<file path="src/acc_pkg.sv">
// constants shared by the converter control block
// assumes a classic wishbone slave with 32-bit data, one register per word
package acc_pkg;
  // register indices; byte address is four times the index
  localparam logic [5:0] IDX_RESULT_LOW = 6'h04;
  localparam logic [5:0] IDX_RESULT_HIGH = 6'h05;
  localparam logic [5:0] IDX_CTRL_STATUS = 6'h06;
  localparam logic [5:0] IDX_INPUT_REF = 6'h07;

  localparam logic [7:0] CTRL_STATUS_RESET = 8'h00;
  localparam logic [7:0] INPUT_REF_RESET = 8'h00;

  // converter_control_status fields
  localparam int CS_ON = 7;
  localparam int CS_GO = 6;
  localparam int CS_FREE = 5;
  localparam int CS_FLAG = 4;
  localparam int CS_IE = 3;
  localparam int CS_DIV_LSB = 0;

  // input_reference_select fields
  localparam int IR_REF_LSB = 6;
  localparam int IR_LJ = 5;
  localparam int IR_CHAN_LSB = 0;

  // reference codes
  localparam logic [1:0] REF_PIN = 2'h0;
  localparam logic [1:0] REF_SUPPLY = 2'h1;
  localparam logic [1:0] REF_RESERVED = 2'h2;
  localparam logic [1:0] REF_INTERNAL = 2'h3;

  // channel codes
  localparam logic [4:0] CHAN_EXT_LAST = 5'h07;
  localparam logic [4:0] CHAN_BANDGAP = 5'h1E;
  localparam logic [4:0] CHAN_GROUND = 5'h1F;

  // conversion timing in converter clock cycles
  localparam logic [4:0] NORM_CYCLES = 5'h0D;
  localparam logic [4:0] EXT_CYCLES = 5'h19;
  // sample point: whole cycles before the falling edge (1.5 and 13.5)
  localparam logic [4:0] NORM_SAMPLE = 5'h01;
  localparam logic [4:0] EXT_SAMPLE = 5'h0D;

  typedef enum logic [1:0] {
    ACC_IDLE,
    ACC_EXT,
    ACC_NORM
  } acc_state_e;
endpackage : acc_pkg

</file>
<file path="src/acc_top.sv">
// converter control for a 10-bit successive-approximation converter
// assumes the analog core and the processor signals share core_clk
//
// Chosen here: register access over Wishbone.
module acc_top #(
  parameter int RES_W = 10
) (
  input wire logic core_clk,
  input wire logic sys_rst,
  input wire logic wb_cyc_i,
  input wire logic wb_stb_i,
  input wire logic wb_we_i,
  input wire logic [7:0] wb_adr_i,
  input wire logic [3:0] wb_sel_i,
  input wire logic [31:0] wb_dat_i,
  output logic [31:0] wb_dat_o,
  output logic wb_ack_o,
  input wire logic global_irq_enable,
  input wire logic irq_vector_ack,
  input wire logic cpu_sleep_halt,
  output logic done_irq_request,
  output logic cpu_wake,
  input wire logic [RES_W-1:0] sar_result,
  output logic converter_power,
  output logic converter_clk,
  output logic sample_strobe,
  output logic [1:0] active_reference,
  output logic internal_ref_on,
  output logic [4:0] active_channel,
  output logic channel_reserved
);

  typedef struct packed {
    logic ack;
    logic [31:0] rdata;
    logic on;
    logic go;
    logic free;
    logic flag;
    logic ie;
    logic [2:0] div;
    logic [1:0] ref_w;
    logic lj;
    logic [4:0] chan_w;
    logic [1:0] ref_a;
    logic [4:0] chan_a;
    logic [6:0] pcnt;
    logic cclk;
    acc_pkg::acc_state_e st;
    logic [4:0] cyc;
    logic init_done;
    logic [RES_W-1:0] result;
    logic lock;
    logic sleep_d;
    logic sample;
    logic irq;
    logic wake;
    logic ref_int;
    logic chan_res;
  } acc_s;

  acc_s s;
  acc_s next_s;

  // division factor for a prescale select code
  function automatic logic [7:0] div_factor(input logic [2:0] sel);
    logic [7:0] f;
    f = 8'h02;
    if (sel != 3'h0) begin
      f = 8'h01 << sel;
    end
    return f;
  endfunction : div_factor

  // present the 10-bit result as one byte of the pair
  function automatic logic [7:0] result_byte(input logic [RES_W-1:0] r,
                                             input logic lj,
                                             input logic high);
    logic [15:0] w;
    w = 16'h0000;
    if (lj) begin
      w = {r, 6'h00};
    end else begin
      w = {6'h00, r};
    end
    return high ? w[15:8] : w[7:0];
  endfunction : result_byte

  function automatic logic reserved_chan(input logic [4:0] c);
    return (c > acc_pkg::CHAN_EXT_LAST) && (c != acc_pkg::CHAN_BANDGAP) &&
           (c != acc_pkg::CHAN_GROUND);
  endfunction : reserved_chan

  // an accepted write that addresses the given register
  function automatic logic reg_write(input logic ok,
                                     input logic [5:0] at,
                                     input logic [5:0] want);
    return ok && (at == want);
  endfunction : reg_write

  logic [7:0] factor;
  logic [7:0] half;
  logic rise_tick;
  logic fall_tick;
  logic access;
  logic wr_ok;
  logic [5:0] idx;
  logic done;

  always_comb begin
    factor = div_factor(s.div);
    half = factor >> 1;
    // at or above the top count, so a smaller divide cannot stall the clock
    rise_tick = s.on && ({1'b0, s.pcnt} >= (factor - 8'h01));
    fall_tick = s.on && ({1'b0, s.pcnt} == (half - 8'h01));
    access = wb_cyc_i && wb_stb_i && !s.ack;
    wr_ok = access && wb_we_i && wb_sel_i[0];
    idx = wb_adr_i[7:2];
    done = 1'b0;
    next_s = s;
    // registered ack: each access is answered the cycle after it is taken
    next_s.ack = access;
    next_s.sample = 1'b0;
    next_s.wake = 1'b0;
    next_s.sleep_d = cpu_sleep_halt;

    if (!s.on) begin
      next_s.pcnt = 7'h00;
      next_s.cclk = 1'b0;
    end else if (rise_tick) begin
      next_s.pcnt = 7'h00;
      next_s.cclk = 1'b1;
    end else begin
      next_s.pcnt = s.pcnt + 7'h01;
      if (fall_tick) begin
        next_s.cclk = 1'b0;
      end
    end

    case (s.st)
      acc_pkg::ACC_IDLE: begin
        if (s.on && s.go && rise_tick) begin
          next_s.cyc = 5'h00;
          next_s.ref_a = s.ref_w;
          next_s.chan_a = s.chan_w;
          next_s.st = s.init_done ? acc_pkg::ACC_NORM : acc_pkg::ACC_EXT;
        end
      end
      acc_pkg::ACC_EXT: begin
        if (fall_tick && s.cyc == acc_pkg::EXT_SAMPLE) begin
          next_s.sample = 1'b1;
        end
        if (rise_tick) begin
          if (s.cyc == acc_pkg::EXT_CYCLES - 5'h01) begin
            next_s.cyc = 5'h00;
            next_s.init_done = 1'b1;
            next_s.st = acc_pkg::ACC_NORM;
          end else begin
            next_s.cyc = s.cyc + 5'h01;
          end
        end
      end
      acc_pkg::ACC_NORM: begin
        if (fall_tick && s.cyc == acc_pkg::NORM_SAMPLE) begin
          next_s.sample = 1'b1;
        end
        if (rise_tick) begin
          if (s.cyc == acc_pkg::NORM_CYCLES - 5'h01) begin
            done = 1'b1;
            next_s.cyc = 5'h00;
            next_s.init_done = 1'b1;
            next_s.st = s.free ? acc_pkg::ACC_NORM : acc_pkg::ACC_IDLE;
          end else begin
            next_s.cyc = s.cyc + 5'h01;
          end
        end
      end
      default: begin
        next_s.st = acc_pkg::ACC_IDLE;
      end
    endcase

    if (done) begin
      // locked result is lost
      // the flag is still set below, though the locked pair keeps the older result
      // capture core output
      if (!s.lock) begin
        next_s.result = sar_result;
      end
      next_s.ref_a = s.ref_w;
      next_s.chan_a = s.chan_w;
      if (!s.free) begin
        next_s.go = 1'b0;
      end
      // completion wakes the halted cpu
      // one-cycle pulse; the processor side must latch it
      next_s.wake = cpu_sleep_halt;
    end

    // flag clears; a set in the same cycle wins
    if (irq_vector_ack) begin
      next_s.flag = 1'b0;
    end
    if (reg_write(wr_ok, idx, acc_pkg::IDX_CTRL_STATUS) &&
        wb_dat_i[acc_pkg::CS_FLAG]) begin
      next_s.flag = 1'b0;
    end
    if (done) begin
      next_s.flag = 1'b1;
    end

    // sleep-halt auto start
    // edge of the halt, so a long sleep starts one conversion only
    if (cpu_sleep_halt && !s.sleep_d && s.on && !s.go && !s.free &&
        s.ie && s.st == acc_pkg::ACC_IDLE) begin
      next_s.go = 1'b1;
    end

    if (reg_write(wr_ok, idx, acc_pkg::IDX_CTRL_STATUS)) begin
      next_s.on = wb_dat_i[acc_pkg::CS_ON];
      next_s.free = wb_dat_i[acc_pkg::CS_FREE];
      next_s.ie = wb_dat_i[acc_pkg::CS_IE];
      next_s.div = wb_dat_i[acc_pkg::CS_DIV_LSB +: 3];
      if (wb_dat_i[acc_pkg::CS_GO] && wb_dat_i[acc_pkg::CS_ON]) begin
        next_s.go = 1'b1;
      end
    end
    if (reg_write(wr_ok, idx, acc_pkg::IDX_INPUT_REF)) begin
      next_s.ref_w = wb_dat_i[acc_pkg::IR_REF_LSB +: 2];
      next_s.lj = wb_dat_i[acc_pkg::IR_LJ];
      next_s.chan_w = wb_dat_i[acc_pkg::IR_CHAN_LSB +: 5];
    end

    // off aborts and rearms the extended conversion
    // go is cleared too, so a later enable alone never starts a conversion
    if (!next_s.on) begin
      next_s.go = 1'b0;
      next_s.st = acc_pkg::ACC_IDLE;
      next_s.cyc = 5'h00;
      next_s.init_done = 1'b0;
    end

    next_s.rdata = 32'h00000000;
    if (access && !wb_we_i) begin
      case (idx)
        acc_pkg::IDX_RESULT_LOW: begin
          next_s.rdata[7:0] = result_byte(s.result, s.lj, 1'b0);
          // low read locks
          // any low read locks, so a stray one freezes the pair until high
          next_s.lock = 1'b1;
        end
        acc_pkg::IDX_RESULT_HIGH: begin
          next_s.rdata[7:0] = result_byte(s.result, s.lj, 1'b1);
          next_s.lock = 1'b0;
        end
        acc_pkg::IDX_CTRL_STATUS: begin
          next_s.rdata[7:0] = {s.on, s.go, s.free, s.flag, s.ie, s.div};
        end
        acc_pkg::IDX_INPUT_REF: begin
          next_s.rdata[7:0] = {s.ref_w, s.lj, s.chan_w};
        end
        default: begin
          next_s.rdata = 32'h00000000;
        end
      endcase
    end

    next_s.irq = s.flag && s.ie && global_irq_enable;

    // internal reference follows the applied selection
    next_s.ref_int = next_s.ref_a == acc_pkg::REF_INTERNAL;
    // reserved mark for the applied channel
    next_s.chan_res = reserved_chan(next_s.chan_a);
  end

  always_ff @(posedge core_clk) begin
    if (sys_rst) begin
      // on, div, ref_w and chan_w take the package reset values; the rest clears
      s <= '0;
      s.on <= acc_pkg::CTRL_STATUS_RESET[acc_pkg::CS_ON];
      s.div <= acc_pkg::CTRL_STATUS_RESET[2:0];
      s.ref_w <= acc_pkg::INPUT_REF_RESET[7:6];
      s.chan_w <= acc_pkg::INPUT_REF_RESET[4:0];
      s.st <= acc_pkg::ACC_IDLE;
    end else begin
      s <= next_s;
    end
  end

  assign wb_dat_o = s.rdata;
  assign wb_ack_o = s.ack;
  assign done_irq_request = s.irq;
  assign cpu_wake = s.wake;
  assign converter_power = s.on;
  assign converter_clk = s.cclk;
  assign sample_strobe = s.sample;
  assign active_reference = s.ref_a;
  assign internal_ref_on = s.ref_int;
  assign active_channel = s.chan_a;
  assign channel_reserved = s.chan_res;

endmodule : acc_top

</file>
<file path="config.mk">
export PLATFORM = sky130hd
export DESIGN_NAME = acc_top
export DESIGN_NICKNAME = d
export VERILOG_FILES = /design/src/acc_pkg.sv /design/src/acc_top.sv
export SDC_FILE = /design/constraint.sdc
export NUM_CORES = 1
export LEC_CHECK = 0
export ABC_AREA = 1
export ABC_CLOCK_PERIOD_IN_PS = 2400
export BUFFER_PORTS_ARGS = -buffer_cell sky130_fd_sc_hd__buf_2
export CORE_ASPECT_RATIO = 0.75
export CORE_MARGIN = 4
export CORE_UTILIZATION = 35
export CTS_CLUSTER_SIZE = 24
export DETAILED_ROUTE_END_ITERATION = 8
export GPL_ROUTABILITY_DRIVEN = 1
export GPL_TIMING_DRIVEN = 0
export PLACE_DENSITY = 0.56
export SETUP_SLACK_MARGIN = 0.3
export SYNTH_ARGS = -nofsm -noshare
export SYNTH_HDL_FRONTEND = slang
export SYNTH_SLANG_ARGS = --single-unit
</file>
<file path="constraint.sdc">
create_clock -name core_clk -period 2.4 [get_ports core_clk]
set_input_delay 0.72 -clock core_clk [delete_from_list [all_inputs] [get_ports core_clk]]
set_output_delay 0.72 -clock core_clk [all_outputs]
set_load 0.005 [all_outputs]
</file>
# ---- Word level (Yosys, flattened, before mapping)
# Cells that the tools add are included.
dict set report word_totals {
  reg_bits 89
  out_inout_bits 47
}
dict set report op_classes {
  add_sub_neg 4
  magnitude_cmp 2
  n_eq_ne 19
  n_shift 1
  muxes 37
  bitwise 5
  reduce_logical 47
}
# operator n
set ops {}
lappend ops {{$pmux 8 s4} 1}
lappend ops {{$mux 7} 4}
lappend ops {{$logic_and 1x1->1} 25}
lappend ops {{$eq 6x3->1 const B} 4}
lappend ops {{$mux 8} 3}
lappend ops {{$mux 1} 16}
lappend ops {{$mux 16} 1}
lappend ops {{$pmux 5 s3} 1}
lappend ops {{$eq 5x4->1 const B} 2}
lappend ops {{$mux 5} 2}
lappend ops {{$ne 2x2->1 const B} 5}
lappend ops {{$ne 5x5->1 const B} 2}
lappend ops {{$reduce_and 5->1} 2}
lappend ops {{$reduce_bool 3->1} 3}
lappend ops {{$eq 7x8->1} 1}
lappend ops {{$ge 7x8->1} 1}
lappend ops {{$mux 2} 4}
lappend ops {{$reduce_or 2->1} 4}
lappend ops {{$shl 1x3->8 const A} 1}
lappend ops {{$sub 7x1->8 const B} 1}
lappend ops {{$sub 8x1->8 const B} 1}
lappend ops {{$add 7x1->7 const B} 1}
lappend ops {{$pmux 1 s2} 3}
lappend ops {{$pmux 2 s3} 1}
lappend ops {{14 further kinds} 26}

# ---- Logic depth before layout (Yosys ltp)
# Gate-level depths: netlist (run 1).
dict set report depth {
  depth_word 13
  ltp_mapped 21
  ltp_nobuf 18
}

# ---- Least setup slack after synthesis (run 1)
# Ideal clock, no wire load.
dict set report synth_path {
  path_kind {reg2reg}
  from {register s[49] (netlist bit)}
  to {register s, in the netlist channel_reserved}
  arrival_ns 2.471
  slack_ns -0.183
  stages_incl_launch_ff 20
  synth_period_minus_slack_ns 2.583
  cell_sequence {dfxtp_1 -> buf_4 -> nor2_1 -> inv_1 -> ha_1 -> o21ai_0 -> nand2_1 -> ha_1 -> and3_1 -> nand3_2 -> nand2_4 -> nand3_2 -> buf_6 -> nand2_4 -> buf_6 -> nand2_1 -> nand2_1 -> nand2_1 -> nor2_1 -> nor2_1}
}
dict set report synth_via {
  elab_chain_cells 12
  elab_cells_between_ends 17
}
# item line
set synth_lines {}
lappend synth_lines {{from (decl)} acc_top.sv:62} ;# acc_s s;
lappend synth_lines {{from (signal assigned)} acc_top.sv:286} ;# s <= next_s;
lappend synth_lines {{$reduce_bool 3->1 or $shl 1x3->8 (tied branches)} {acc_top.sv:69, acc_top.sv:70}}
lappend synth_lines {{$mux 8 (*)} acc_top.sv:69} ;# if (sel != 3'h0) begin
lappend synth_lines {{$sub 8x1->8 (*)} acc_top.sv:114} ;# rise_tick = s.on && ({1'b0, s.pcnt} >= (factor - 8'h01));
lappend synth_lines {{$ge 7x8->1 (*)} acc_top.sv:114}
lappend synth_lines {{$logic_and 1x1->1 (*)} acc_top.sv:114}
lappend synth_lines {{$logic_and 1x1->1} acc_top.sv:142} ;# if (s.on && s.go && rise_tick) begin
lappend synth_lines {{$mux 7} acc_top.sv:142}
lappend synth_lines {{$mux 7} acc_top.sv:140} ;# case (s.st)
lappend synth_lines {{$mux 7 (*)} acc_top.sv:183} ;# if (done) begin
lappend synth_lines {{$gt 5x3->1 or $ne 5x5->1 (tied branches)} acc_top.sv:90} ;# return (c > acc_pkg::CHAN_EXT_LAST) && (c != acc_pkg::CHAN_BANDGAP) &&
lappend synth_lines {{$logic_and 1x1->1} acc_top.sv:90}
lappend synth_lines {{$logic_and 1x1->1 (*)} acc_top.sv:90}
# Every way passes the cells marked *; elsewhere a longest branch is shown, timed or not.
# A chain may end at the register's enable or synchronous reset.

# ---- Worst setup path in the final report (run 1)
dict set report layout_path {
  from {register s[49] (netlist bit)}
  to {register s, in the netlist active_reference[1]}
}
dict set report layout_via {
  elab_chain_cells 9
  elab_cells_between_ends 12
}
# item line
set layout_lines {}
lappend layout_lines {{$reduce_bool 3->1 or $shl 1x3->8 (tied branches)} {acc_top.sv:69, acc_top.sv:70}}
lappend layout_lines {{$mux 8 (*)} acc_top.sv:69}
lappend layout_lines {{$sub 8x1->8 (*)} acc_top.sv:114}
lappend layout_lines {{$ge 7x8->1 (*)} acc_top.sv:114}
lappend layout_lines {{$logic_and 1x1->1 (*)} acc_top.sv:114}
lappend layout_lines {{$logic_and 1x1->1} acc_top.sv:142}
lappend layout_lines {{$mux 7} acc_top.sv:142}
lappend layout_lines {{$mux 7} acc_top.sv:140}
lappend layout_lines {{$mux 7 (*)} acc_top.sv:183}
# Marked as above.

==> results, run 1 <==
- The per-cell via count in the routed design is 4.70.
- The worst path uses 104% of the clock period.
- The delay of the slowest cell on the worst path is 0.31 ns.
- The number of antenna violations at the first check in global routing is 0.
- The number of pins exceeding their max-slew limit in the final report came to 0.
- For the worst setup path, the data arrival time is 2.71 ns.
- Across the routed clock network, the largest skew measured is 0.00759 ns.
- The core outline area is just under 10000 µm².
- The power share of the sequential group is a little under half.
- The initial cell density of the core is 36.4%.
- In this run, post-CTS hold repair placed 0 buffers.
- The H-tree was split into 3 levels.
- The cell class contributing the biggest share of worst-path delay is simple AND/OR/NAND/NOR gates.
- The placed instances occupy a cell area of 4140 µm².
- In this run the worst setup path terminates at active_reference[1]$_SDFF_PP0_.
- After the last flow step, the layout net total stands at 665.
- Measured on the finished design, the core utilization comes to 49.0%.
- The clock reaches the later pin of the worst-skew pair after 0.33 ns.
- The post-route netlist has 33.9% of its cells at a drive strength greater than 1.
- The post-detailed-route DRC marker count is 0.
- The root buffer cell chosen for the clock tree is sky130_fd_sc_hd__clkbuf_16.
- The vertical extent of the die is about 95 µm.
- The cell row count is 31.
- The total iterations of the first detailed-routing run is 7.
- The worst register-to-register path has a depth of 18.
- The number of antenna diodes in the final layout is 0.
- From synthesis to final layout, the design area changed by 34.6%.
- The kind of end point of the critical path is a flop.
- The relative contribution of the clock network to total power is 50.1%.
- The final cell area excluding filler cells is roughly 4800 µm².
- Setup repair after global routing could not meet its margin everywhere.
- The CTS tree is built.
- The count of buffers added on input and output ports is 55.
- STA classifies the critical path startpoint as a flop.
- Fill cells in the final layout number 1021.
- In this run the power spent charging and discharging nets is 0.530 mW.
- Traced cell by cell, the critical path runs through buf_6 -> nor2_4 -> inv_2 -> ha_4 -> o21ai_4 -> nand2_1 -> ha_1 -> and3_1 -> nand3_2 -> nand2_4 -> nand3_4 -> buf_6 -> nand2_8 -> buf_12 -> buf_4 -> inv_2 -> nor2_4 -> nor2_1.
- The wire length per cell is 13.1 µm.
- The reported max-cap violation count is 0.
- IR analysis of the VDD net gives a maximum drop of 0.320 mV.
- The cell count after synthesis is roughly 480.
- The total wire length after detailed routing is between 9 and 10 mm.
- The worst register-to-register path ends at active_reference[1]$_SDFF_PP0_.
- The total number of vias is 3406.
- The worst register-to-register path begins at s[49]$_SDFFE_PP0P_.
- The global placement routability congestion is 0.866.
- The setup check on the worst reg-to-reg path leaves a slack of -0.09 ns.
- The logic gate share of total power is 4.6%.
- For this run, the number of standard cells in the final layout without fillers is 725.
- The overall track demand over capacity in global routing is between 10% and 20%.
- The via count of the first global-routing pass is 3120.
- The areal power density over the cells is 498 nW/µm².
- The synthesized netlist occupies a cell area of 3560 µm².
- The number of library cell types mapped by synthesis is 40.
- The most critical setup path has its startpoint at s[49]$_SDFFE_PP0P_.
- The worst hold slack across all endpoints is 0.466 ns.
- The final reports fail on setup timing.
- The slowest cell on the critical path is sky130_fd_sc_hd__dfxtp_2.
- The flow ran to the end, but the final reports show violations.
- The smallest clock period supported by the final layout is computed as 2.49 ns.
- The number of buffers between clock root and the deepest sink is 2.
- The number of endpoints with negative hold slack in the final report is 0.
- The synthesized area per cell is 7.39 µm².
- The maximum number of pins on one net before global-route repair is 12.
- The least setup slack across all paths after layout is -0.0924 ns.
- STA puts the critical path data required time at about 2.6 ns.
- The floorplan die width is 124 µm.
- The count of nets left with antenna violations once routing finished came out at 0.
- Counting flops and latches in the post-synthesis netlist gives 65.
- In this run the static leakage power is between 2 and 2.5 nW.
- The count of clock tree sinks is 65.
- The critical path class is flop to flop.
- The total internal power is 1.86 mW.
- The maximum clock frequency is 0.401 GHz.
- The count of placed standard cells including taps is 691.
- The clock slew at the register clock pins of the worst setup and hold paths is ~0.05 ns.
- The detailed router's first-iteration violation count is 251.
- The die covers 11900 µm².
- The worst pin sits at a relative slew slack of 56.2%.
- Pin placement for this block handled around 110 I/O pins.
- The critical path contains buffers and inverters numbering 6 combined.
- Setup violations remaining at the end of the flow were counted as 19.
- The share of the yosys chip area belonging to registers is 36.6%.
- The switching portion of total power is 22.2%.
- The HPWL after detailed placement is 7.02 mm.
- The classification of the worst-slack hold path is flop to flop.
- The first-pass GRT wire length is ~15 mm.
- The total congestion overflow after global routing is 0.
- Clock tree synthesis inserted a total of 9 buffers.
- In this run the worst path has a maximum fanout of 5.
- Yosys printed 0 warnings.
- The critical path crosses 18 cells after its start point.
- The transition time at the pin with the least slew margin is about 0.66 ns.
-- worst min path at each step --
stage / slack, ns / endpoint / cells past startpoint / startpoint
after floorplan: 0.44 / done_irq_request$_SDFF_PP0_ / 2 / s[52]$_SDFFE_PP0P_
after global placement: 0.46 / s[12]$_SDFFE_PP0P_ / 2 / s[12]$_SDFFE_PP0P_
after detailed placement: 0.46 / s[11]$_SDFFE_PP0P_ / 2 / s[11]$_SDFFE_PP0P_
after CTS: 0.47 / s[11]$_SDFFE_PP0P_ / 2 / s[11]$_SDFFE_PP0P_
after global routing: 0.50 / s[17]$_SDFFE_PP0P_ / 2 / s[17]$_SDFFE_PP0P_
final: 0.47 / s[13]$_SDFFE_PP0P_ / 2 / s[13]$_SDFFE_PP0P_
-- cell families (layout without fill, tap and decap cells) --
family                   Yosys count  after routing  synth area share (%)
adder cells (fa/ha/maj)           15             15                  5.28
AO/OA/AOI/OAI                    108            108                  16.8
XOR/XNOR                           8              8                  1.97
AND/OR/NAND/NOR                  167            167                  22.2
other                              1             24                 0.105
buffers and inverters            117            206                  17.1
flip-flops                        65             65                  36.6
-- routing by layer --
metal / track usage [%] / up-vias / wire [µm] / part of all wire [%]
met2: 23.4 / 114 / 4070 / 43
met5: 0 / - / 0 / 0
met3: 4.82 / 11 / 546 / 5.7
li1: - / 1733 / - / -
met4: 4.65 / 0 / 122 / 1.3
met1: 23.1 / 1548 / 4790 / 50
-- flip-flops by register name, indices dropped and copies added, names as in the netlist --
signal / flops
active_channel: 5
active_reference: 2
channel_reserved: 1
converter_clk: 1
converter_power: 1
cpu_wake: 1
done_irq_request: 1
internal_ref_on: 1
s: 42
sample_strobe: 1
wb_ack_o: 1
wb_dat_o: 8
-- power groups by stage --
| stage | Clock, mW | Sequential [mW] | Combinational, mW |
|---|---|---|---|
| after floorplan | 0 | 1.11 | 0.0620 |
| after global placement | 0 | 1.11 | 0.105 |
| after detailed placement | 0 | 1.11 | 0.106 |
| after CTS | 1.23 | 1.08 | 0.107 |
| after global routing | 1.27 | 1.08 | 0.125 |
| final | 1.19 | 1.08 | 0.111 |
-- stage by stage --
stage | setup TNS [ns] | setup slack, ns | total power [mW]
after floorplan | 0 | 0.0754 | 1.17
after global placement | -2.30 | -0.197 | 1.21
after detailed placement | -2.44 | -0.215 | 1.21
after CTS | -0.706 | -0.0965 | 2.42
after global routing | -4.22 | -0.251 | 2.48
final | -0.606 | -0.0924 | 2.39
-- synth_stat cells --
cell / instances / area [µm²]
sky130_fd_sc_hd__nor2_1: 36 / 135
sky130_fd_sc_hd__and3_1: 1 / 6.26
sky130_fd_sc_hd__clkinv_1: 1 / 3.75
sky130_fd_sc_hd__nor4_1: 1 / 6.26
sky130_fd_sc_hd__xor2_1: 5 / 43.8
sky130_fd_sc_hd__buf_4: 40 / 300
sky130_fd_sc_hd__a211o_1: 1 / 8.76
sky130_fd_sc_hd__or2_1: 1 / 6.26
sky130_fd_sc_hd__nand4_1: 6 / 37.5
sky130_fd_sc_hd__o2111ai_1: 1 / 8.76
sky130_fd_sc_hd__a31oi_1: 3 / 18.8
sky130_fd_sc_hd__o21ai_0: 25 / 125
sky130_fd_sc_hd__inv_2: 3 / 11.3
sky130_fd_sc_hd__clkbuf_1: 4 / 15.0
sky130_fd_sc_hd__a211oi_1: 3 / 22.5
sky130_fd_sc_hd__nand3_1: 25 / 125
sky130_fd_sc_hd__o21ai_1: 15 / 75.1
sky130_fd_sc_hd__ha_1: 15 / 188
sky130_fd_sc_hd__conb_1: 1 / 3.75
sky130_fd_sc_hd__nor3_2: 1 / 10.0
sky130_fd_sc_hd__nor3_1: 7 / 35.0
sky130_fd_sc_hd__xnor2_1: 3 / 26.3
sky130_fd_sc_hd__inv_1: 65 / 244
sky130_fd_sc_hd__nor3b_1: 1 / 7.51
sky130_fd_sc_hd__buf_6: 2 / 22.5
sky130_fd_sc_hd__nand4_2: 1 / 12.5
sky130_fd_sc_hd__a32oi_1: 1 / 8.76
sky130_fd_sc_hd__o22ai_2: 1 / 12.5
sky130_fd_sc_hd__nand3_2: 5 / 50.1
sky130_fd_sc_hd__nand2_2: 6 / 37.5
sky130_fd_sc_hd__a41oi_1: 3 / 26.3
sky130_fd_sc_hd__buf_2: 2 / 10.0
sky130_fd_sc_hd__nand2_1: 70 / 263
sky130_fd_sc_hd__nor2_2: 2 / 12.5
sky130_fd_sc_hd__dfxtp_1: 65 / 1300
sky130_fd_sc_hd__o22ai_1: 5 / 31.3
sky130_fd_sc_hd__a21oi_1: 47 / 235
sky130_fd_sc_hd__o21ai_2: 1 / 8.76
sky130_fd_sc_hd__o211ai_1: 2 / 15.0
sky130_fd_sc_hd__nand2_4: 4 / 45.0
-- worst min-delay path, cell delays in order, from the launching register on --
cell and delay, ns:
sky130_fd_sc_hd__dfxtp_1 0.30, sky130_fd_sc_hd__inv_1 0.06, sky130_fd_sc_hd__a21oi_1 0.05
-- placed cells by master, fill, tap and decap left out, drive strengths merged --
| master | Yosys | final |
|---|---|---|
| o211ai | 2 | 2 |
| clkbuf | 4 | 15 |
| a211oi | 3 | 3 |
| a32oi | 1 | 1 |
| nor3 | 8 | 8 |
| a31oi | 3 | 3 |
| a211o | 1 | 1 |
| inv | 68 | 68 |
| buf | 44 | 117 |
| nand4 | 7 | 7 |
| xor2 | 5 | 5 |
| a41oi | 3 | 3 |
| ha | 15 | 15 |
| nand3 | 30 | 30 |
| nor4 | 1 | 1 |
| conb | 1 | 24 |
| or2 | 1 | 1 |
| a21oi | 47 | 47 |
| nor3b | 1 | 1 |
| dfxtp | 65 | 65 |
| clkinv | 1 | 4 |
| o21ai | 41 | 41 |
| nor2 | 38 | 38 |
| clkinvlp | 0 | 2 |
| o22ai | 6 | 6 |
| nand2 | 80 | 80 |
| xnor2 | 3 | 3 |
| and3 | 1 | 1 |
| o2111ai | 1 | 1 |
-- cell type report --
type / count / area, µm² / share of cell area, %
multi-input combinational: 322 / 1970 / 41.2
sequential: 65 / 1310 / 27.4
timing repair buffer: 73 / 430 / 8.99
buffer: 48 / 367 / 7.66
inverter: 69 / 270 / 5.65
clock buffer: 11 / 243 / 5.07
tap: 132 / 165 / 3.45
clock inverter: 5 / 31.3 / 0.654
-- what timing repair did --
item	in CTS	in global routing
setup buffers	8	9
gates resized for setup	31	27
pin swaps	14	15
endpoints found under the setup margin	37	50
cloned	1	0
Power figures use the tool's default switching activity.
==> run 2: changes to the inputs <==
--- a/constraint.sdc
+++ b/constraint.sdc
@@ -3,2 +3,2 @@
 set_output_delay 0.72 -clock core_clk [all_outputs]
-set_load 0.005 [all_outputs]
+set_load 0.02 [all_outputs]
==> run 2 against run 1 <==
- the run still ends with setup timing left
- via count shrank 0.32%
- hold slack worse by 0.00085 ns
- worst setup slack got worse by 0.0027 ns
- clock power up 27%
- critical path depth unchanged
- register-to-register slack about the same
- critical endpoint is now internal_ref_on$_SDFF_PP0_
- largest cell class unchanged
==> results, run 2 (synthesized netlist as in run 1, its figures left out) <==
- The number of buffers between clock root and the deepest sink was 2 (unchanged).
- The clock latency reported for the late side of the worst-skew pair was 0.33 ns (about the same).
- The fraction of the cycle the final worst path needs is 104% (about the same).
- The count of pins on the block boundary is 109 (unchanged).
- The per-cell via count in the routed design came to 4.70 (about the same).
- The worst-case vdd ir drop is 0.323 mV (was 0.320 mV).
- The maximum number of pins on one net before global-route repair was 13 (was 12).
- The transition time at the pin with the least slew margin was 0.681 ns (was 0.657 ns).
- The via count of the first global-routing pass is 3001 (was 3120).
- The total number of vias is 3395 (was 3406).
- The least setup slack across all paths after layout was -0.0951 ns (was -0.0924 ns).
- The global placement routability congestion is 0.876 (was 0.866).
- The data required time of the worst path was 2.63 ns (was 2.62 ns).
- The areal power density over the cells came to 557 nW/µm² (was 498 nW/µm²).
- The total iterations of the first detailed-routing run came to 4 (was 7).
- The initial cell density of the core is 36.4% (unchanged).
- The number of antenna violations at the first check in global routing was 0 (unchanged).
- The register containing the most flip-flops in the final layout was s (unchanged).
- Most used cells in the layout excluding fill and tap cells: sky130_fd_sc_hd__inv_1, sky130_fd_sc_hd__dfxtp_1, sky130_fd_sc_hd__nand2_1 (was sky130_fd_sc_hd__dfxtp_1, sky130_fd_sc_hd__nand2_1, sky130_fd_sc_hd__inv_1).
- The detailed router's first-iteration violation count is 189 (was 251).
- The clock tree skew after final layout is 0.00514 ns (was 0.00759 ns).
- The CTS H-tree depth is 3 (unchanged).
- The highest fanout seen on the critical path is 6 (was 5).
- The share of the core filled with cells is 50.1% (was 49.0%).
- The worst reg-to-reg setup slack is -0.1 ns (was -0.09 ns).
- The total wire length after detailed routing is 9.43 mm (was 9.53 mm).
- The number of flip-flops in the largest register is 42 (unchanged).
- The critical path class is flop to flop (unchanged).
- Unrepaired setup endpoints after global routing: yes (unchanged).
- The wire length per cell was 13.0 µm (was 13.1 µm).
- The overall track demand over capacity in global routing is 15.7% (was 16.1%).
- The area of combinational cells with multiple inputs is 2010 µm² (was 1970 µm²).
- The first-pass GRT wire length is 14.8 mm (was 15.4 mm).
- Result of the run: finished, violations left (unchanged).
- The HPWL after detailed placement is 6.80 mm (was 7.02 mm).
- The net count of the finished layout was 663 (was 665).
- The classification of the worst-slack hold path is flop to flop (unchanged).
- The count of antenna diodes in the layout is 0 (unchanged).
- The area growth from synthesis to layout came to 37.8% (was 34.6%).
- The arrival time of the worst setup path is 2.72 ns (was 2.71 ns).
- The area occupied by registers is 1310 µm² (unchanged).
- The core outline area is 9770 µm² (unchanged).
- The count of clock tree sinks is 65 (unchanged).
- The post-detailed-route DRC marker count came to 0 (unchanged).
- The CTS tree is built (unchanged).
- Violations in the final reports: setup timing (unchanged).
- The number of pins exceeding their max-slew limit in the final report is 0 (unchanged).
- The most common cell after layout, fill and taps aside is sky130_fd_sc_hd__inv_1 (was sky130_fd_sc_hd__dfxtp_1).
- The clock slew at the register clock pins of the worst setup and hold paths is 0.06 ns (was 0.05 ns).
- The worst slew margin relative to its limit is 54.6% (was 56.2%).
- The final count of negative-setup-slack endpoints is 20 (was 19).
- The share of cells above drive strength 1 was 33.5% (was 33.9%).
- The cell row count was 31 (unchanged).
- The clock period minus final worst setup slack is 2.50 ns (was 2.49 ns).
- The floorplan die width is 124 µm (unchanged).
- The total congestion overflow after global routing is 0 (unchanged).
- The number of endpoints with negative hold slack in the final report is 0 (unchanged).
- The filler cell count in the final layout is 960 (was 1021).
- The kind of end point of the critical path is a flop (unchanged).
- The die area is 11900 µm² (unchanged).
- The critical path startpoint category is a flop (unchanged).
- The maximum clock frequency is 0.401 GHz (about the same).
- The leakage power of the design is 2.08 nW (was 2.04 nW).
- The clock root buffer master is sky130_fd_sc_hd__clkbuf_16 (unchanged).
- The count of nets left with antenna violations after detail routing is 0 (unchanged).
- The total CTS buffers is 9 (unchanged).
- The number of port buffers was 55 (unchanged).
- The vertical extent of the die is 95.3 µm (unchanged).
- The post-route setup TNS is -0.898 ns (was -0.606 ns).
- The reported max-cap violation count is 0 (unchanged).
- The cts-stage hold buffer count is 0 (unchanged).
-- run 2: routing by layer --
metal  global-route usage (%)  part of all wire, %  vias up
met4                     5.29                  1.2        0
met5                        0                    0        -
li1                         -                    -     1739
met2                     22.5                   43      100
met1                     22.4                   49     1544
met3                     4.70                  6.5       12
-- run 2: area by class of cell --
type                       instances  share of cell area, %
buffer                            48                   7.53
clock buffer                       9                   4.60
clock inverter                     7                   2.43
inverter                          69                   5.44
multi-input combinational        322                   41.1
sequential                        65                   26.7
tap                              132                   3.37
timing repair buffer              71                   8.81
-- run 2: worst paths after layout --
kind                               from                         end  depth (start not counted)
max                  s[48]$_SDFFE_PP0P_  internal_ref_on$_SDFF_PP0_                         18
min          converter_clk$_SDFFE_PP0P_  converter_clk$_SDFFE_PP0P_                          2
max reg2reg          s[48]$_SDFFE_PP0P_  internal_ref_on$_SDFF_PP0_                         18
min reg2reg  converter_clk$_SDFFE_PP0P_  converter_clk$_SDFFE_PP0P_                          2
-- run 2: timing repair --
action                                  in CTS  in global routing
buffers inserted                             9                  6
endpoints found under the setup margin      37                 45
pin swaps                                   16                 13
gates resized for setup                     34                 26
cloned                                       1                  0
-- run 2: worst max-delay path, stage by stage, from the launching register on --
cell	delay, ns
sky130_fd_sc_hd__dfxtp_4	0.39
sky130_fd_sc_hd__inv_2	0.06
sky130_fd_sc_hd__nand3_2	0.09
sky130_fd_sc_hd__ha_4	0.20
sky130_fd_sc_hd__inv_1	0.09
sky130_fd_sc_hd__nand2_2	0.10
sky130_fd_sc_hd__nand2_2	0.07
sky130_fd_sc_hd__ha_4	0.27
sky130_fd_sc_hd__and3_4	0.19
sky130_fd_sc_hd__nand3_4	0.08
sky130_fd_sc_hd__nand2_4	0.12
sky130_fd_sc_hd__nand3_4	0.08
sky130_fd_sc_hd__buf_6	0.16
sky130_fd_sc_hd__nand2_8	0.07
sky130_fd_sc_hd__buf_12	0.13
sky130_fd_sc_hd__buf_12	0.11
sky130_fd_sc_hd__inv_6	0.03
sky130_fd_sc_hd__nor2_4	0.09
sky130_fd_sc_hd__nor3_2	0.05
-- run 2: through the flow --
step	worst slack [ns]	instances	power, mW	hold slack, ns	area (µm²)
final	-0.0951	723	2.73	0.465	4900
after floorplan	0.0664	504	1.19	0.435	3700
after global placement	-0.198	691	1.24	0.461	4140
after global routing	-0.223	723	2.82	0.491	4900
after detailed placement	-0.229	691	1.24	0.461	4140
after CTS	-0.0958	717	2.76	0.470	4730
-- run 2: power breakdown --
part / switching, mW / leakage, nW / internal [mW]
Clock: 0.497 / 0.162 / 1.01
Sequential: 0.00119 / 0.526 / 1.08
Combinational: 0.0821 / 1.39 / 0.0548
==> run 3: changes to the inputs <==
REMOVE_ABC_BUFFERS = 1   (was unset)
==> run 3 against run 2 <==
- the run still ends with setup timing left
- register-to-register slack improved by 0.06 ns
- power decreased by 8.2%
- sequential cell count unchanged
- clock power decreased by 13%
- sequential share of layout area increased by 2.6 points
- critical path depth decreased by 4
- combinational power decreased by 22%
- sequential power about the same
- clock-buffer cell count increased by 4
- die area unchanged
- largest cell class unchanged
==> results, run 3 (synthesized netlist as in run 1, its figures left out) <==
- The delay of the slowest cell on the worst path is 0.38 ns (was 0.39 ns).
- The least setup slack across all paths after layout was -0.0336 ns (was -0.0951 ns).
- The final cell area excluding filler cells is 4480 µm² (was 4900 µm²).
- The met2 wire length is 4.06 mm (about the same).
- The final non-filler cell total is 680 (was 723).
- The total CTS buffers is 9 (unchanged).
- The initial cell density of the core is 36.4% (unchanged).
- The cell that appears most often on the critical path is sky130_fd_sc_hd__nand3_2.
- The count of nets left with antenna violations after detail routing came to 0 (unchanged).
- The highest fanout seen on the critical path is 6 (unchanged).
- The cts-stage hold buffer count is 0 (unchanged).
- The end point of the most critical hold path is converter_clk$_SDFFE_PP0P_ (unchanged).
- The total iterations of the first detailed-routing run was 4 (unchanged).
- The CTS tree is built (unchanged).
- The arrival time of the worst setup path is 2.65 ns (was 2.72 ns).
- The via count of the first global-routing pass is 2954 (was 3001).
- The number of endpoints with negative hold slack in the final report is 0 (unchanged).
- The start point of the critical path is s[50]$_SDFFE_PP0P_ (was s[48]$_SDFFE_PP0P_).
- The global placement routability congestion is 0.894 (was 0.876).
- The worst reg-to-reg setup slack is -0.03 ns (was -0.1 ns).
- The leakage power of the design is 1.81 nW (was 2.08 nW).
- Violations in the final reports: setup timing (unchanged).
- The net count of the finished layout is 621 (was 663).
- The overall track demand over capacity in global routing was 15.2% (was 15.7%).
- The CTS H-tree depth was 3 (unchanged).
- The worst slew margin relative to its limit is 37.6% (was 54.6%).
- The switching portion of total power is 21.6% (was 21.3%).
- The core outline area was 9770 µm² (unchanged).
- The maximum number of pins on one net before global-route repair is 29 (was 13).
- The detailed router's first-iteration violation count is 202 (was 189).
- The clock root buffer master was sky130_fd_sc_hd__clkbuf_16 (unchanged).
- Cells along the critical path: inv_2 -> nand3_2 -> ha_4 -> inv_1 -> nand2_2 -> nand2_1 -> ha_1 -> and3_1 -> nand3_2 -> nand2_4 -> nand3_4 -> or2_4 -> o21ai_1 -> a21oi_1 (was inv_2 -> nand3_2 -> ha_4 -> inv_1 -> nand2_2 -> nand2_2 -> ha_4 -> and3_4 -> nand3_4 -> nand2_4 -> nand3_4 -> buf_6 -> nand2_8 -> buf_12 -> buf_12 -> inv_6 -> nor2_4 -> nor3_2).
- The areal power density over the cells is 559 nW/µm² (was 557 nW/µm²).
- The logic gate share of total power was 4.3% (was 5.0%).
- The die area is 11900 µm² (unchanged).
- The launch instance of the worst register-to-register path is s[50]$_SDFFE_PP0P_ (was s[48]$_SDFFE_PP0P_).
- The topmost layer with routed signal wires is met4 (unchanged).
- The cell row count came to 31 (unchanged).
- The total power consumption of the routed design was 2.50 mW (was 2.73 mW).
- The post-placement cell area is 3730 µm² (was 4140 µm²).
- The clock latency reported for the late side of the worst-skew pair came to 0.33 ns (about the same).
- The first-pass GRT wire length is 14.3 mm (was 14.8 mm).
- The clock tree skew after final layout is 0.00613 ns (was 0.00514 ns).
- The share of cells above drive strength 1 was 29.4% (was 33.5%).
- The data required time of the worst path was 2.62 ns (was 2.63 ns).
- The total internal power is 1.96 mW (was 2.15 mW).
- Result of the run: finished, violations left (unchanged).
- The number of buffers between clock root and the deepest sink is 2 (unchanged).
- The met1 wire length is 4.28 mm (was 4.65 mm).
- The HPWL after detailed placement is 6.43 mm (was 6.80 mm).
- The reported max-cap violation count was 0 (unchanged).
- The slowest cell on the critical path is sky130_fd_sc_hd__dfxtp_4 (unchanged).
- The maximum clock frequency is 0.411 GHz (was 0.401 GHz).
- The net switching power is 0.541 mW (was 0.581 mW).
- The floorplan die width is 124 µm (unchanged).
- The number of flip-flops in the largest register was 42 (unchanged).
- The total wire length after detailed routing is 9.19 mm (was 9.43 mm).
- The count of clock tree sinks is 65 (unchanged).
- The vertical extent of the die is 95.3 µm (unchanged).
- The wire length per cell is 13.5 µm (was 13.0 µm).
- The post-route setup TNS is -0.161 ns (was -0.898 ns).
- The capture instance of the worst register-to-register path is s[15]$_SDFFE_PP0P_ (was internal_ref_on$_SDFF_PP0_).
- The worst hold slack across all endpoints is 0.460 ns (was 0.465 ns).
- Most used cells in the layout excluding fill and tap cells: sky130_fd_sc_hd__inv_1, sky130_fd_sc_hd__dfxtp_1, sky130_fd_sc_hd__nand2_1 (unchanged).
- The clock slew at the register clock pins of the worst setup and hold paths came to 0.06 ns (about the same).
- The total number of vias is 3262 (was 3395).
- The final count of negative-setup-slack endpoints is 12 (was 20).
- The depth of the worst hold-timing path was 2 (unchanged).
- The clock period minus final worst setup slack is 2.43 ns (was 2.50 ns).
- The register containing the most flip-flops in the final layout is s (unchanged).
- The power share of the sequential group came to 43.1% (was 39.6%).
- The count of antenna diodes in the layout is 0 (unchanged).
- The per-cell via count in the routed design is 4.80 (was 4.70).
- The post-placement worst setup slack is -0.845 ns (was -0.229 ns).
- The post-detailed-route DRC marker count is 0 (unchanged).
- Unrepaired setup endpoints after global routing: yes (unchanged).
- The wire length on met3 is 689 µm (was 612 µm).
- The startpoint of the tightest hold check path is converter_clk$_SDFFE_PP0P_ (unchanged).
- The count of placed standard cells including taps was 643 (was 691).
- The share of the core filled with cells is 45.8% (was 50.1%).
- The area growth from synthesis to layout is 25.9% (was 37.8%).
- The count of pins on the block boundary is 109 (unchanged).
- The most common cell after layout, fill and taps aside is sky130_fd_sc_hd__inv_1 (unchanged).
- The buffer and inverter count on the worst path was 2 (was 6).
- The worst-case vdd ir drop is 0.419 mV (was 0.323 mV).
- The relative contribution of the clock network to total power is 52.6% (was 55.4%).
- The number of cells traversed by the worst register-to-register path is 14 (was 18).
- The number of pins exceeding their max-slew limit in the final report is 0 (unchanged).
- The number of antenna violations at the first check in global routing came to 0 (unchanged).
- The number of port buffers was 55 (unchanged).
- The transition time at the pin with the least slew margin was 0.935 ns (was 0.681 ns).
- The classification of the worst-slack hold path is flop to flop (unchanged).
- The cell class contributing the biggest share of worst-path delay is simple AND/OR/NAND/NOR gates (unchanged).
- The fraction of the cycle the final worst path needs is 101% (was 104%).
- The critical path startpoint category is a flop (unchanged).
- The total congestion overflow after global routing was 0 (unchanged).
- The critical path class is flop to flop (unchanged).
- The kind of end point of the critical path is a flop (unchanged).
## run 3: cell count changes in the layout (fill, tap and decap cells not counted), moves of 3 or more
| cell | before | now |
|---|---|---|
| sky130_fd_sc_hd__o21ai_1 | 14 | 4 |
| sky130_fd_sc_hd__or2_4 | 0 | 3 |
| sky130_fd_sc_hd__o21ai_2 | 3 | 13 |
| sky130_fd_sc_hd__buf_4 | 52 | 13 |
| sky130_fd_sc_hd__nand3_2 | 7 | 11 |
## run 3: repair_timing
item,in CTS,in global routing
pin swaps,21,17
gates resized for setup,44,29
gates cloned,4,0
setup endpoints to repair,38,49
setup buffers,10,8
## run 3: worst max-delay path by stage
stage                                   to  slack [ns]  cells past startpoint
5_1_grt        channel_reserved$_SDFF_PP0_       -0.16                     18
2_1_floorplan           s[10]$_SDFFE_PP0P_       -0.31                     13
3_3_place_gp            s[16]$_SDFFE_PP0P_       -0.81                     13
6_report                s[15]$_SDFFE_PP0P_       -0.03                     14
4_1_cts                 s[23]$_SDFFE_PP0P_      -0.001                     18
3_5_place_dp            s[13]$_SDFFE_PP0P_       -0.85                     13
## run 3: metal layers
metal	vias to the layer above	track usage (%)
met2	94	22.4
met5	-	0
met4	0	5.57
met3	17	5.49
met1	1500	20.5
li1	1651	-
## run 3: tightest hold or removal path, stage by stage, from the launching register on
cell and delay, ns:
sky130_fd_sc_hd__dfxtp_1 0.30, sky130_fd_sc_hd__nand2_1 0.06, sky130_fd_sc_hd__a21oi_1 0.05
## run 3: power groups by stage
stage | clock network (mW) | logic [mW] | registers [mW]
after floorplan | 0 | 0.0547 | 1.11
after global placement | 0 | 0.0978 | 1.11
after detailed placement | 0 | 0.0988 | 1.11
after CTS | 1.34 | 0.102 | 1.08
after global routing | 1.40 | 0.118 | 1.08
final | 1.32 | 0.107 | 1.08
## run 3: area by class of cell
class | instances | area, µm²
multi-input cells | 326 | 2010
clock inverters | 2 | 37.5
well taps | 132 | 165
flip-flops and latches | 65 | 1310
repair buffers | 73 | 429
clock buffers | 13 | 260
inverters | 69 | 262
fillers | 988 | 5300
